## config.mk

```make
export PLATFORM = sky130hd
export DESIGN_NAME = tdm_regs
export DESIGN_NICKNAME = d
export VERILOG_FILES = /design/src/shared/tdm_pkg.sv /design/src/rtl/tdm_delay_line.sv /design/src/rtl/tdm_regs.sv
export SDC_FILE = /design/constraint.sdc
export NUM_CORES = 1
export LEC_CHECK = 0
export ABC_CLOCK_PERIOD_IN_PS = 1350
export BUFFER_PORTS_ARGS = -buffer_cell sky130_fd_sc_hd__buf_2
export CORE_AREA = 3 3 117 119
export CTS_CLUSTER_DIAMETER = 50
export DETAILED_ROUTE_END_ITERATION = 8
export DIE_AREA = 0 0 120 122
export PLACE_DENSITY = 0.75
export SYNTH_ARGS = -nofsm -noshare
export SYNTH_HDL_FRONTEND = slang
export SYNTH_SLANG_ARGS = --single-unit
```

## constraint.sdc

```tcl
create_clock -name pclk -period 1.35 [get_ports pclk]
set_clock_uncertainty 0.1 [all_clocks]
set_input_delay 0.0675 -clock pclk [delete_from_list [all_inputs] [get_ports pclk]]
set_output_delay 0.0675 -clock pclk [all_outputs]
set_load 0.02 [all_outputs]
```

## src/shared/tdm_pkg.sv

```systemverilog
package tdm_pkg;

    // Register indices; not every printed offset is a multiple of
    // four, so each printed offset is an index and the address is 4x it
    localparam logic [8:0]  IDX_GAIN_A   = 9'h07a;
    localparam logic [8:0]  IDX_GAIN_B   = 9'h07b;
    localparam logic [8:0]  IDX_REF      = 9'h07c;
    localparam logic [8:0]  IDX_TERM_A   = 9'h07e;
    localparam logic [8:0]  IDX_TERM_B   = 9'h07f;
    localparam logic [8:0]  IDX_DITHER   = 9'h09d;
    localparam logic [8:0]  IDX_MARKER   = 9'h160;
    localparam logic [8:0]  IDX_FUSE_ST  = 9'h161;
    localparam int          ADDR_W       = 11;
    localparam int          IDX_LSB      = 2;

    // Reset values
    localparam logic [7:0]  RST_ZERO     = 8'h00;
    localparam logic [7:0]  RST_DITHER   = 8'h01;

    // Field positions
    localparam int          REF_MSB      = 3;
    localparam int          DITH_EN_BIT  = 0;
    localparam int          DITH_AMP_BIT = 1;
    localparam int          DITH_ERR_BIT = 2;
    localparam int          MARK_EN_BIT  = 0;

    // Lane alignment parameter: control bits per sample
    localparam logic [1:0]  ILA_CS_VALUE = 2'h0;

    // Sample formats
    localparam int          SAMPLE_W     = 12;
    localparam int          NARROW_W     = 8;

    // Fuse load sequencer states (Gray coded)
    typedef enum logic [1:0] {
        FL_IDLE = 2'b00,
        FL_LOAD = 2'b01,
        FL_DONE = 2'b11
    } tdm_fuse_state_type;

endpackage

```

## src/rtl/tdm_delay_line.sv

```systemverilog
`timescale 1ns/1ps
// Fixed-length shift register; length is the sample path latency less the two sync flops
module tdm_delay_line #(
    parameter int DEPTH = 4
) (
    input  wire logic pclk,
    input  wire logic presetn,
    input  wire logic din,
    output logic      dout
);
    logic [DEPTH-1:0] pipe_reg;

    // Marker travels one stage per pclk cycle
    always_ff @(posedge pclk or negedge presetn) begin
        if (!presetn) begin
            pipe_reg <= '0;
        end else begin
            pipe_reg <= {pipe_reg[DEPTH-2:0], din};
        end
    end

    assign dout = pipe_reg[DEPTH-1];
endmodule

```

## src/rtl/tdm_regs.sv

```systemverilog
`timescale 1ns/1ps
// Overview of operation
// - Input A gain adjust, fuse-loaded, read/write
// - Input B gain adjust, fuse-loaded, read/write
// - Reference adjust 4 bits, upper bits zero
// - Input A termination adjust, fuse-loaded, writable
// - Input B termination adjust, fuse-loaded, writable
// - Dither enable bit 0, resets to one
// - Bit 1 selects small/large dither amplitude
// - Bit 2 selects rounding error destination
// - Marker enable puts timestamp on sample LSB
// - Timestamp delayed to match sample latency
// - Marker replaces LSB in 8/12-bit modes
// - Lane alignment reports zero control bits
module tdm_regs
    import tdm_pkg::*;
#(
    parameter int LATENCY = 4
) (
    input  wire logic                          pclk,
    input  wire logic                          presetn,
    input  wire logic                          psel,
    input  wire logic                          penable,
    input  wire logic                          pwrite,
    input  wire logic [tdm_pkg::ADDR_W-1:0]    paddr,
    input  wire logic [31:0]                   pwdata,
    output logic      [31:0]                   prdata,
    output logic                               pready,
    output logic                               pslverr,
    input  wire logic                          fuse_valid,
    input  wire logic [7:0]                    fuse_gain_a,
    input  wire logic [7:0]                    fuse_gain_b,
    input  wire logic [3:0]                    fuse_ref,
    input  wire logic [7:0]                    fuse_term_a,
    input  wire logic [7:0]                    fuse_term_b,
    input  wire logic [7:0]                    fuse_dither,
    input  wire logic                          timestamp_in,
    input  wire logic                          narrow_mode,
    input  wire logic [tdm_pkg::SAMPLE_W-1:0]  sample_in,
    output logic      [tdm_pkg::SAMPLE_W-1:0]  sample_out,
    output logic      [7:0]                    gain_a_trim,
    output logic      [7:0]                    gain_b_trim,
    output logic      [3:0]                    reference_trim,
    output logic      [7:0]                    term_a_trim,
    output logic      [7:0]                    term_b_trim,
    output logic                               dither_enable,
    output logic                               dither_amplitude_select,
    output logic                               dither_rounding_select,
    output logic                               marker_enable,
    output logic      [1:0]                    ila_control_bits
);
    import tdm_pkg::*;

    logic [7:0]          gain_a_reg;
    logic [7:0]          gain_b_reg;
    logic [3:0]          ref_reg;
    logic [7:0]          term_a_reg;
    logic [7:0]          term_b_reg;
    logic [7:0]          dither_reg;
    logic                marker_reg;
    tdm_fuse_state_type  fl_state_reg;
    tdm_fuse_state_type  fl_state_next;
    logic [1:0]          fuse_sync_reg;
    logic                fuse_ok;
    logic                ts_meta_reg;
    logic                ts_sync_reg;
    logic                ts_delayed;
    logic [SAMPLE_W-1:0] sample_next;
    logic [SAMPLE_W-1:0] s_pipe_reg [LATENCY];

    // Decode; byte address is four times the register index
    wire [8:0] idx        = paddr[ADDR_W-1:IDX_LSB];
    wire       wr_en      = psel & penable & pwrite;
    wire       rd_en      = psel & penable & ~pwrite;
    wire       hit_gain_a = (idx == IDX_GAIN_A);
    wire       hit_gain_b = (idx == IDX_GAIN_B);
    wire       hit_ref    = (idx == IDX_REF);
    wire       hit_term_a = (idx == IDX_TERM_A);
    wire       hit_term_b = (idx == IDX_TERM_B);
    wire       hit_dither = (idx == IDX_DITHER);
    wire       hit_marker = (idx == IDX_MARKER);
    wire       hit_fuse   = (idx == IDX_FUSE_ST);
    wire       misaligned = |paddr[IDX_LSB-1:0];
    wire       mapped     = ~misaligned & (hit_gain_a | hit_gain_b |
                            hit_ref | hit_term_a | hit_term_b |
                            hit_dither | hit_marker | hit_fuse);
    wire       fuse_load  = (fl_state_reg == FL_LOAD);
    wire       sw_wr      = wr_en & mapped;

    // Read mux; reserved bits read as zero
    wire [7:0] rd_byte =
        hit_gain_a ? gain_a_reg :
        hit_gain_b ? gain_b_reg :
        hit_ref    ? {4'h0, ref_reg} :
        hit_term_a ? term_a_reg :
        hit_term_b ? term_b_reg :
        hit_dither ? {5'h00, dither_reg[DITH_ERR_BIT:DITH_EN_BIT]} :
        hit_marker ? {7'h00, marker_reg} :
        hit_fuse   ? {7'h00, (fl_state_reg == FL_DONE)} :
        RST_ZERO;

    // Fuse-valid strobe is from the fuse macro's timing, so synchronise
    always_ff @(posedge pclk or negedge presetn) begin
        if (!presetn) begin
            fuse_sync_reg <= 2'h0;
        end else begin
            fuse_sync_reg <= {fuse_sync_reg[0], fuse_valid};
        end
    end
    assign fuse_ok = fuse_sync_reg[1];

    // Fuse loader: one load after reset, then software owns the values
    always_comb begin
        case (fl_state_reg)
            FL_IDLE: fl_state_next = fuse_ok ? FL_LOAD : FL_IDLE;
            FL_LOAD: fl_state_next = FL_DONE;
            FL_DONE: fl_state_next = FL_DONE;
            default: fl_state_next = FL_IDLE;
        endcase
    end

    always_ff @(posedge pclk or negedge presetn) begin
        if (!presetn) begin
            fl_state_reg <= FL_IDLE;
        end else begin
            fl_state_reg <= fl_state_next;
        end
    end

    // Trim registers; fuse load beats a coincident software write
    always_ff @(posedge pclk or negedge presetn) begin
        if (!presetn) begin
            gain_a_reg <= RST_ZERO;
            gain_b_reg <= RST_ZERO;
            ref_reg    <= RST_ZERO[REF_MSB:0];
            term_a_reg <= RST_ZERO;
            term_b_reg <= RST_ZERO;
            dither_reg <= RST_DITHER;
        end else if (fuse_load) begin
            gain_a_reg <= fuse_gain_a;
            gain_b_reg <= fuse_gain_b;
            ref_reg    <= fuse_ref;
            term_a_reg <= fuse_term_a;
            term_b_reg <= fuse_term_b;
            dither_reg <= fuse_dither;
        end else if (sw_wr) begin
            if (hit_gain_a) gain_a_reg <= pwdata[7:0];
            if (hit_gain_b) gain_b_reg <= pwdata[7:0];
            if (hit_ref)    ref_reg <= pwdata[REF_MSB:0];
            if (hit_term_a) term_a_reg <= pwdata[7:0];
            if (hit_term_b) term_b_reg <= pwdata[7:0];
            if (hit_dither) dither_reg <= pwdata[7:0];
        end
    end

    // Marker enable is not fuse-loaded
    always_ff @(posedge pclk or negedge presetn) begin
        if (!presetn) begin
            marker_reg <= 1'b0;
        end else if (sw_wr && hit_marker) begin
            marker_reg <= pwdata[MARK_EN_BIT];
        end
    end

    // APB answers in the access cycle, no wait states
    always_ff @(posedge pclk or negedge presetn) begin
        if (!presetn) begin
            prdata  <= 32'h0000_0000;
            pready  <= 1'b0;
            pslverr <= 1'b0;
        end else begin
            pready  <= psel & ~penable;
            pslverr <= psel & ~penable & ~mapped;
            prdata  <= (psel & ~penable & ~pwrite & mapped) ?
                       {24'h00_0000, rd_byte} : 32'h0000_0000;
        end
    end

    // Timestamp pin is asynchronous; two flops before use
    always_ff @(posedge pclk or negedge presetn) begin
        if (!presetn) begin
            ts_meta_reg <= 1'b0;
            ts_sync_reg <= 1'b0;
        end else begin
            ts_meta_reg <= timestamp_in;
            ts_sync_reg <= ts_meta_reg;
        end
    end

    // Marker delay less the two sync flops, so it meets its own sample
    tdm_delay_line #(
        .DEPTH (LATENCY - 2)
    ) u_delay (
        .pclk    (pclk),
        .presetn (presetn),
        .din     (ts_sync_reg),
        .dout    (ts_delayed)
    );

    // LSB replacement; in narrow mode the 8-bit sample sits high-aligned
    always_comb begin
        sample_next = s_pipe_reg[LATENCY-1];
        if (marker_reg) begin
            if (narrow_mode) begin
                sample_next[SAMPLE_W-NARROW_W] = ts_delayed;
            end else begin
                sample_next[0] = ts_delayed;
            end
        end
    end

    // Sample path needs LATENCY cycles to match the delayed marker
    genvar g;
    generate
        for (g = 0; g < LATENCY; g++) begin : g_spipe
            if (g == 0) begin : g_head
                always_ff @(posedge pclk or negedge presetn) begin
                    if (!presetn) begin
                        s_pipe_reg[g] <= '0;
                    end else begin
                        s_pipe_reg[g] <= sample_in;
                    end
                end
            end else begin : g_tail
                always_ff @(posedge pclk or negedge presetn) begin
                    if (!presetn) begin
                        s_pipe_reg[g] <= '0;
                    end else begin
                        s_pipe_reg[g] <= s_pipe_reg[g-1];
                    end
                end
            end
        end
    endgenerate

    // Output registers; control outputs follow registers one cycle later
    always_ff @(posedge pclk or negedge presetn) begin
        if (!presetn) begin
            sample_out              <= '0;
            gain_a_trim             <= RST_ZERO;
            gain_b_trim             <= RST_ZERO;
            reference_trim          <= RST_ZERO[REF_MSB:0];
            term_a_trim             <= RST_ZERO;
            term_b_trim             <= RST_ZERO;
            dither_enable           <= RST_DITHER[DITH_EN_BIT];
            dither_amplitude_select <= RST_DITHER[DITH_AMP_BIT];
            dither_rounding_select  <= RST_DITHER[DITH_ERR_BIT];
            marker_enable           <= 1'b0;
            ila_control_bits        <= ILA_CS_VALUE;
        end else begin
            sample_out              <= sample_next;
            gain_a_trim             <= gain_a_reg;
            gain_b_trim             <= gain_b_reg;
            reference_trim          <= ref_reg;
            term_a_trim             <= term_a_reg;
            term_b_trim             <= term_b_reg;
            dither_enable           <= dither_reg[DITH_EN_BIT];
            dither_amplitude_select <= dither_reg[DITH_AMP_BIT];
            dither_rounding_select  <= dither_reg[DITH_ERR_BIT];
            marker_enable           <= marker_reg;
            ila_control_bits        <= ILA_CS_VALUE;
        end
    end
endmodule

```

# After elaboration in Yosys (flattened, before gate mapping)
# Index checks and enable logic that the tools add are counted.
totals:
  register_bits: 158
  wordCells: 108
  in_bits: 107
  output_inout_bits: 88
op_classes:
  reduce_logical: 17
  eq_ne: 10
  bitwise: 19
  mux: 33
ops:
  columns: ["cell", "n"]
  rows:
  - ["$mux 8", 18]
  - ["$eq 9x7->1 const B", 5]
  - ["$eq 9x9->1 const B", 2]
  - ["$reduce_bool 2->1", 7]
  - ["$mux 3", 4]
  - ["$mux 4", 3]
  - ["$reduce_and 2->1", 6]
  - ["$eq 9x8->1 const B", 1]
  - ["$and 1x1->1", 8]
  - ["$mux 1", 7]
  - ["$or 1x1->1", 7]
  - ["$not 1->1", 4]
  - ["$pmux 2 s2", 1]
  - ["$reduce_or 2->1", 2]
  - ["$eq 2x1->1 const B", 1]
  - ["$eq 2x2->1 const B", 1]
  - ["$logic_not 2->1", 1]
  - ["$logic_and 1x1->1", 1]

# Logic depth before layout (Yosys ltp)
# Gate-level depths: netlist (run 1).
logic_depth:
  word_depth: 12
  mapped_depth: 6
  depth_no_buf: 5

# Modules after synthesis
# A second synthesis (run 1) with hierarchy kept.
hier_totals:
  cells_unflattened: 425
  area_unflattened_um2: 5704.2
by_module_without_submodules:
  columns: ["module", "cells_per_inst", "instances", "seq_area_each_um2", "area_per_inst_um2"]
  rows:
  - ["tdm_regs", 423, 1, 3906.2, 5654.2]
  - ["tdm_delay_line", 2, 1, 50.0, 50.0]

# Least setup slack after synthesis (run 1)
# OpenSTA, ideal clock, no wires.
synth_path:
  path_type: "input to register"
  start: "in paddr[3] in the netlist's numbering"
  end: "reg ref_reg[3]"
  setup_ns: 0.134
  required_time_ns: 1.116
  arrival_time_ns: 1.278
  setup_slack_ns: -0.163
  n_path_buf: 1
  stages: 6
  path_cell_list: "buf_4 and4bb_2 nand4_1 nor2_1 mux2i_1 o21ai_0"
synth_via:
  elab_chain_len: 12
  elab_cells_between_ends: 20
  cone_classes: "eq/ne (8); bitwise (9); reduce/logical (3)"
synth_lines:
  columns: ["item", "line", "source"]
  rows:
  - ["start, declared", "tdm_regs.sv:25", "input wire logic [tdm_pkg::ADDR_W-1:0] paddr,"]
  - ["$eq 9x7->1 (on tied branches)", "tdm_regs.sv:75, tdm_regs.sv:76", null]
  - ["$or 1x1->1 (2 in series)", "tdm_regs.sv:84", "wire mapped = ~misaligned & (hit_gain_a | hit_gain_b |"]
  - ["$or 1x1->1 (3 in series)", "tdm_regs.sv:85", "hit_ref | hit_term_a | hit_term_b |"]
  - ["$or 1x1->1 (2 in series)", "tdm_regs.sv:86", "hit_dither | hit_marker | hit_fuse);"]
  - ["$and 1x1->1", "tdm_regs.sv:84", null]
  - ["$and 1x1->1", "tdm_regs.sv:88", "wire sw_wr = wr_en & mapped;"]
  - ["$reduce_bool 2->1 (no line)", null, null]
  - ["$reduce_and 2->1 (no line) (*)", null, null]
  - ["end signal, assigned", "tdm_regs.sv:135", "ref_reg <= RST_ZERO[REF_MSB:0];"]
  - ["end signal, assigned", "tdm_regs.sv:142", "ref_reg <= fuse_ref;"]
  - ["end signal, assigned", "tdm_regs.sv:149", "if (hit_ref) ref_reg <= pwdata[REF_MSB:0];"]
  - ["end, declared", "tdm_regs.sv:56", "logic [3:0] ref_reg;"]
# Mark *: on every way between the ends. The rest lies on a longest branch, timed or not.
# A chain may end at the register's enable or synchronous reset.

# Worst setup path in the final report (run 1)
layout_path:
  start: "reg dither_enable"
  end: "out dither_enable"
layout_lines:
  columns: ["item", "line", "source"]
  rows:
  - ["start, declared", "tdm_regs.sv:46", "output logic dither_enable,"]
  - ["start signal, assigned", "tdm_regs.sv:245", "dither_enable <= RST_DITHER[DITH_EN_BIT];"]
  - ["start signal, assigned", "tdm_regs.sv:257", "dither_enable <= dither_reg[DITH_EN_BIT];"]
# No word-level cell between the ends.

==> run_results.csv, run 1 <==
group,metric,value,unit
status,status,"complete, but fails checks",
status,failed_checks,"hold timing",
synthesis,synth_edf_count,0,
placement,io_buffers,139,
drt,ant_nets,0,
power_and_ir_drop,peakVddDrop,0.00121,V
drt,vias,4011,
synthesis,async_flop_share,100,%
grt,first_global_vias,4202,
power_and_ir_drop,fin_total_pwr,0.0126,W
cts,clkTransAtPathRegs,0.06,ns
floorplanning,die_x,120,um
layout,multi_input_area,1580,um2
synthesis,synth_warnings,0,
cts,htree_levels,4,
critical_path,critPathBufInv,1,
grt,grt-busiest-layer,"met2",
grt,use_met2,33.4,%
layout,antenna_cells,0,
drt,first_iter_violations,277,
grt,use_met3,6.64,%
synthesis,synth_ff_type,"dfrtp_1",
timing,rsz0062_at_grt,"false",
power_and_ir_drop,cellPowerDensity,1550,nW/um2
synthesis,seq_area_frac_synth,69.4,%
placement,preCtsSetupSlack,-0.328,ns
critical_path,crit_family,"flip-flops",
critical_path,cp.arrival,1.11,ns
critical_path,critPathRequiredTime,1.18,ns
cts,cts_buffers,17,
synthesis,synth_top_area_share,68.5,%
drt,wl,13800,um
cts,root_buffer,"clkbuf_16",
placement,hpwl,9360,um
layout,drive_above_1_share,34.9,%
synthesis,syn_inst,414,
critical_path,crit_fanout,1,
flow_run,maxCapViolCount,0,
timing,fin_setup_tns,0,ns
synthesis,ys_types,44,
cts,hold_buffers,65,
floorplanning,start_util,45.0,%
timing,setup_ws,0.0741,ns
grt,grt_pass1_wl,22100,um
power_and_ir_drop,leakage,3.79,nW
critical_path,max_stage_delay,0.52,ns
cts,clock_path_buffers,2,
layout,nFillCells,973,
critical_path,critPathSlowestCell,"dfstp_2",
synthesis,synth_area,5700,um2
drt,firstDrtPassIters,4,
grt,grt_max_degree,46,
cts,clock-sinks,158,
grt,grt_overflow,0,
synthesis,yosysTopAreaCell,"dfrtp_1",
placement,dp_cells,748,
cts,cts_setup_buffers,0,
layout,final_cells,845,
critical_path,critical_path_class,"reg -> out",
worst_hold_path,hold_path_class,"in -> reg",
timing,whs,-0.0254,ns
timing,finalHoldViolCount,4,
cts,worstSkewPairLatency,0.43,ns
placement,place_congestion,0.857,
drt,vias_per_cell,4.75,
timing,fin_crit_sh,94.5,%
synthesis,ys_ff_latch,158,
layout,fin_nets,767,
floorplanning,io_pins,195,
timing,min_period,1.28,ns
floorplanning,die_h,122,um
layout,syn2layout_area_growth,43.4,%
timing,setup_viol,0,
cts,cts_tree,"yes",
layout,ff_latch_area,3960,um2
drt,drc,0,
critical_path,cp-end-kind,"output port",
synthesis,synth_area_leaders,"dfrtp_1, mux2i_1, buf_4",
floorplanning,core-area,12700,um2
timing,finalMaxSlewViolations,0,
grt,gr-usage-met1,24.7,%
floorplanning,die_area,14600,um2
timing,fmax,784,MHz
synthesis,syn_area_per_cell,13.8,um2
critical_path,cp-start-kind,"flop",
floorplanning,core.rowCount,41,
grt,grt_usage,20.1,%
critical_path,crit_chain,"buf_2",
grt,grt_antenna_before_repair,0,
drt,wl_per_cell,16.3,um
layout,largest_register_ffs,48,
## layout make-up
type	count	share of cell area, %
tap	172	2.63
clock inverter	12	1.97
sequential	158	48.4
inverter	6	0.275
multi-input combinational	233	19.3
timing repair buffer	244	21.9
clock buffer	20	5.58
## cell families after synthesis
kind of cell	count (synthesis)	synth area share (%)
multiplexers	49	9.52
buffers and inverters	48	5.18
other	1	0.0658
AND/OR/NAND/NOR	98	9.92
flip-flops	158	69.4
AO/OA/AOI/OAI	60	5.95
## cell usage in the layout, fill, tap and decap left out, types with 6 or more instances in the layout
| master | n |
|---|---|
| buf_12 | 9 |
| buf_2 | 138 |
| buf_4 | 30 |
| clkbuf_16 | 17 |
| conb_1 | 26 |
| dfrtp_1 | 156 |
| dlygate4sd3_1 | 65 |
| inv_1 | 6 |
| mux2i_1 | 43 |
| nand2_1 | 47 |
| nor2_1 | 8 |
| nor2b_1 | 7 |
| o21ai_0 | 31 |
| o21ai_1 | 13 |
## worst register-to-register path, delay by kind of cell (launching register included)
family	cells	cell delay [ns]
compound gates	3	0.37
flops	1	0.39
simple gates	2	0.28
## power by group
part | switching [W] | internal [W] | total [W]
clock network | 0.00189 | 0.00302 | 0.00491
logic | 0.00111 | 0.000791 | 0.00191
registers | 0.000385 | 0.00545 | 0.00583
total | 0.00339 | 0.00925 | 0.0126
## synthesized netlist by cell type, types with 2 or more instances
master and count:
and4bb_2 2, nand4b_1 4, mux4_2 4, nand2b_1 3, a21oi_1 3, and4b_1 2, nor2_1 9, a31oi_1 2
buf_2 2, a311oi_1 2, nand2_1 47, o2bb2ai_1 2, a211oi_1 2, nand3_1 4, nor2_2 2, buf_4 28
nand4_1 4, dfrtp_1 156, inv_1 6, nor3_4 2, mux2_2 2, dfstp_2 2, o21ai_0 41, mux2i_1 43
o21ai_1 3, o32ai_1 2, clkbuf_1 11, nor2b_1 8
## timing repair
item / CTS / global route
pin swaps: 0 / 1
endpoints found under the hold margin: 220 / 2
resized for setup: 1 / 6
setup endpoints to repair: 1 / 49
## per-stage QoR
stage | util, % | instance area (um2)
CTS | 64.3 | 8150
detailed placement | 54.3 | 6880
global route | 64.6 | 8180
floorplan | - | 5810
finish | 64.6 | 8180
global placement | 54.3 | 6880
## path summary, 6_finish.rpt
path / depth (start not counted) / startpoint / slack [ns] / endpoint
setup reg to reg: 5 / dither_reg[2]$_DFFE_PN0P_ / 0.08 / prdata[2]$_DFF_PN0_
hold reg to reg: 0 / s_pipe_reg[31]$_DFF_PN0_ / 0.24 / s_pipe_reg[19]$_DFF_PN0_
min in group asynchronous: 3 / presetn / 0.53 / marker_reg$_DFFE_PN0P_
max in group asynchronous: 4 / presetn / 0.10 / gain_b_trim[4]$_DFF_PN0_
hold / removal: 4 / pwrite / -0.03 / prdata[0]$_DFF_PN0_
setup / recovery: 1 / dither_enable$_DFF_PN1_ / 0.07 / dither_enable
## routing by layer
metal  vias up  wire, um
met1      1994      5790
met2       132      6900
met4         0       272
met3        21       825
li1       1864         -
met5         -         0
Note: power is estimated with default switching activity, not from simulation.
==> run 2: changes to the inputs <==
ABC_CLOCK_PERIOD_IN_PS = 1610   (was 1350)
CORE_AREA = 3 3 111 113   (was 3 3 117 119)
DIE_AREA = 0 0 114 116   (was 0 0 120 122)
PLACE_DENSITY = 0.79   (was 0.75)
clock period = 1.61 ns   (was 1.35 ns; I/O delays follow)
==> run_results.csv, run 2 (synthesis gave the netlist of run 1 again) <==
group,metric,value,unit
layout,drive_above_1_share,33.7,%
drt,ant_nets,0,
critical_path,critPathRequiredTime,1.79,ns
cts,clock-sinks,158,
timing,whs,0.0820,ns
cts,htree_levels,4,
worst_hold_path,min_from,"paddr[4]",
layout,design_area,8020,um2
critical_path,crit_fanout,3,
cts,cts_buffers,17,
timing,fmax,663,MHz
grt,grt_antenna_before_repair,0,
cts,root_buffer,"clkbuf_16",
layout,ff_latch_area,3960,um2
floorplanning,die_area,13200,um2
worst_hold_path,hold_path_class,"in -> reg",
layout,fin_util,70.2,%
layout,final_cell_mix,"dfrtp_1, buf_2, dlygate4sd3_1",
placement,dp_cells,711,
placement,io_buffers,139,
critical_path,cp-end-kind,"flop",
drt,wl_per_cell,18.7,um
power_and_ir_drop,fin_total_pwr,0.0104,W
floorplanning,core.rowCount,39,
layout,final_cells,808,
layout,fin_nets,759,
grt,grt_overflow,0,
cts,clock_path_buffers,2,
critical_path,r2r_start,"dither_reg[2]$_DFFE_PN0P_",
timing,finalMaxSlewViolations,0,
critical_path,timing.rr.end,"prdata[2]$_DFF_PN0_",
floorplanning,core-area,11400,um2
layout,syn2layout_area_growth,40.6,%
critical_path,cp.arrival,1.69,ns
flow_run,maxCapViolCount,0,
layout,antenna_cells,0,
placement,hpwl,9080,um
timing,fin_crit_sh,93.7,%
layout,final_common_cell,"dfrtp_1",
timing,setup_viol,0,
cts,worstSkewPairLatency,0.42,ns
placement,place_congestion,0.913,
grt,first_global_vias,4377,
status,status,"finished clean",
floorplanning,io_pins,195,
critical_path,critical_path_class,"reg -> reg",
grt,grt_max_degree,51,
floorplanning,die_x,114,um
floorplanning,start_util,49.9,%
cts,cts_setup_buffers,0,
timing,finalHoldViolCount,0,
drt,vias,4184,
worst_hold_path,min_to,"prdata[1]$_DFF_PN0_",
grt,grt_usage,23.6,%
critical_path,cp-start-kind,"flop",
layout,largest_register_ffs,48,
worst_hold_path,hold_depth,4,
critical_path,crit_path_start,"dither_reg[2]$_DFFE_PN0P_",
power_and_ir_drop,cellPowerDensity,1300,nW/um2
drt,first_iter_violations,306,
drt,drc,0,
cts,cts_tree,"yes",
layout,nFillCells,775,
timing,rsz0062_at_grt,"false",
grt,grt_pass1_wl,23200,um
drt,vias_per_cell,5.18,
layout,multi_input_area,1560,um2
floorplanning,die_h,116,um
critical_path,rrSetupSlack,0.10,ns
drt,firstDrtPassIters,5,
cts,clkTransAtPathRegs,0.06,ns
power_and_ir_drop,leakage,3.71,nW
placement,dpl_cell_area,6780,um2
critical_path,reg2regPathDepth,5,
power_and_ir_drop,peakVddDrop,0.000771,V
timing,min_period,1.51,ns
drt,wl,15100,um
[run 2: power breakdown]
group / switching (W) / internal [W]
clock: 0.00169 / 0.00224
combinational: 0.000959 / 0.000632
sequential: 0.000349 / 0.00457
total: 0.00300 / 0.00744
[run 2: through the flow]
step | setup TNS [ns] | worst slack, ns
after floorplan | 0 | 0.0845
after global placement | 0 | 0.000707
after detailed placement | -0.655 | -0.0960
after CTS | 0 | 0.0660
after global routing | 0 | 0.0682
final | 0 | 0.102
[run 2: worst max-delay path by stage]
stage                                end  slack (ns)  cells after the start
6_report             prdata[2]$_DFF_PN0_        0.10                      5
5_1_grt              prdata[1]$_DFF_PN0_        0.07                      7
4_1_cts              prdata[1]$_DFF_PN0_        0.07                      7
3_5_place_dp   gain_a_reg[6]$_DFFE_PN0P_        -0.1                      8
3_3_place_gp   gain_a_reg[7]$_DFFE_PN0P_      0.0007                      8
2_1_floorplan     ref_reg[3]$_DFFE_PN0P_        0.08                      6
[run 2: what timing repair did]
item                       CTS  global route
setup endpoints to repair    0             5
hold endpoints to repair   216             0
hold buffers                65             0
gates resized for setup      0             2
[run 2: worst max-delay path, stage by stage (launching register included)]
cell      delay (ns)
dfrtp_1         0.39
and4b_1         0.18
nand4b_1        0.13
o221ai_1        0.18
o21ai_0         0.26
a21oi_1         0.13
[run 2: routing by layer]
layer | part of all wire [%] | up-vias | wire [um] | global-route usage [%]
li1 | - | 1859 | - | -
met1 | 37 | 2092 | 5660 | 28.3
met2 | 54 | 193 | 8130 | 40.9
met3 | 6.1 | 40 | 922 | 5.38
met4 | 2.7 | 0 | 403 | 10.3
met5 | 0 | - | 0 | 0
[run 2: layout make-up]
| cell class | instances | area share [%] |
|---|---|---|
| Timing Repair Buffer | 236 | 21.4 |
| Sequential cell | 158 | 49.3 |
| Inverter | 6 | 0.281 |
| Clock inverter | 13 | 1.62 |
| Multi-Input combinational cell | 233 | 19.4 |
| Clock buffer | 19 | 5.65 |
| Tap cell | 143 | 2.23 |
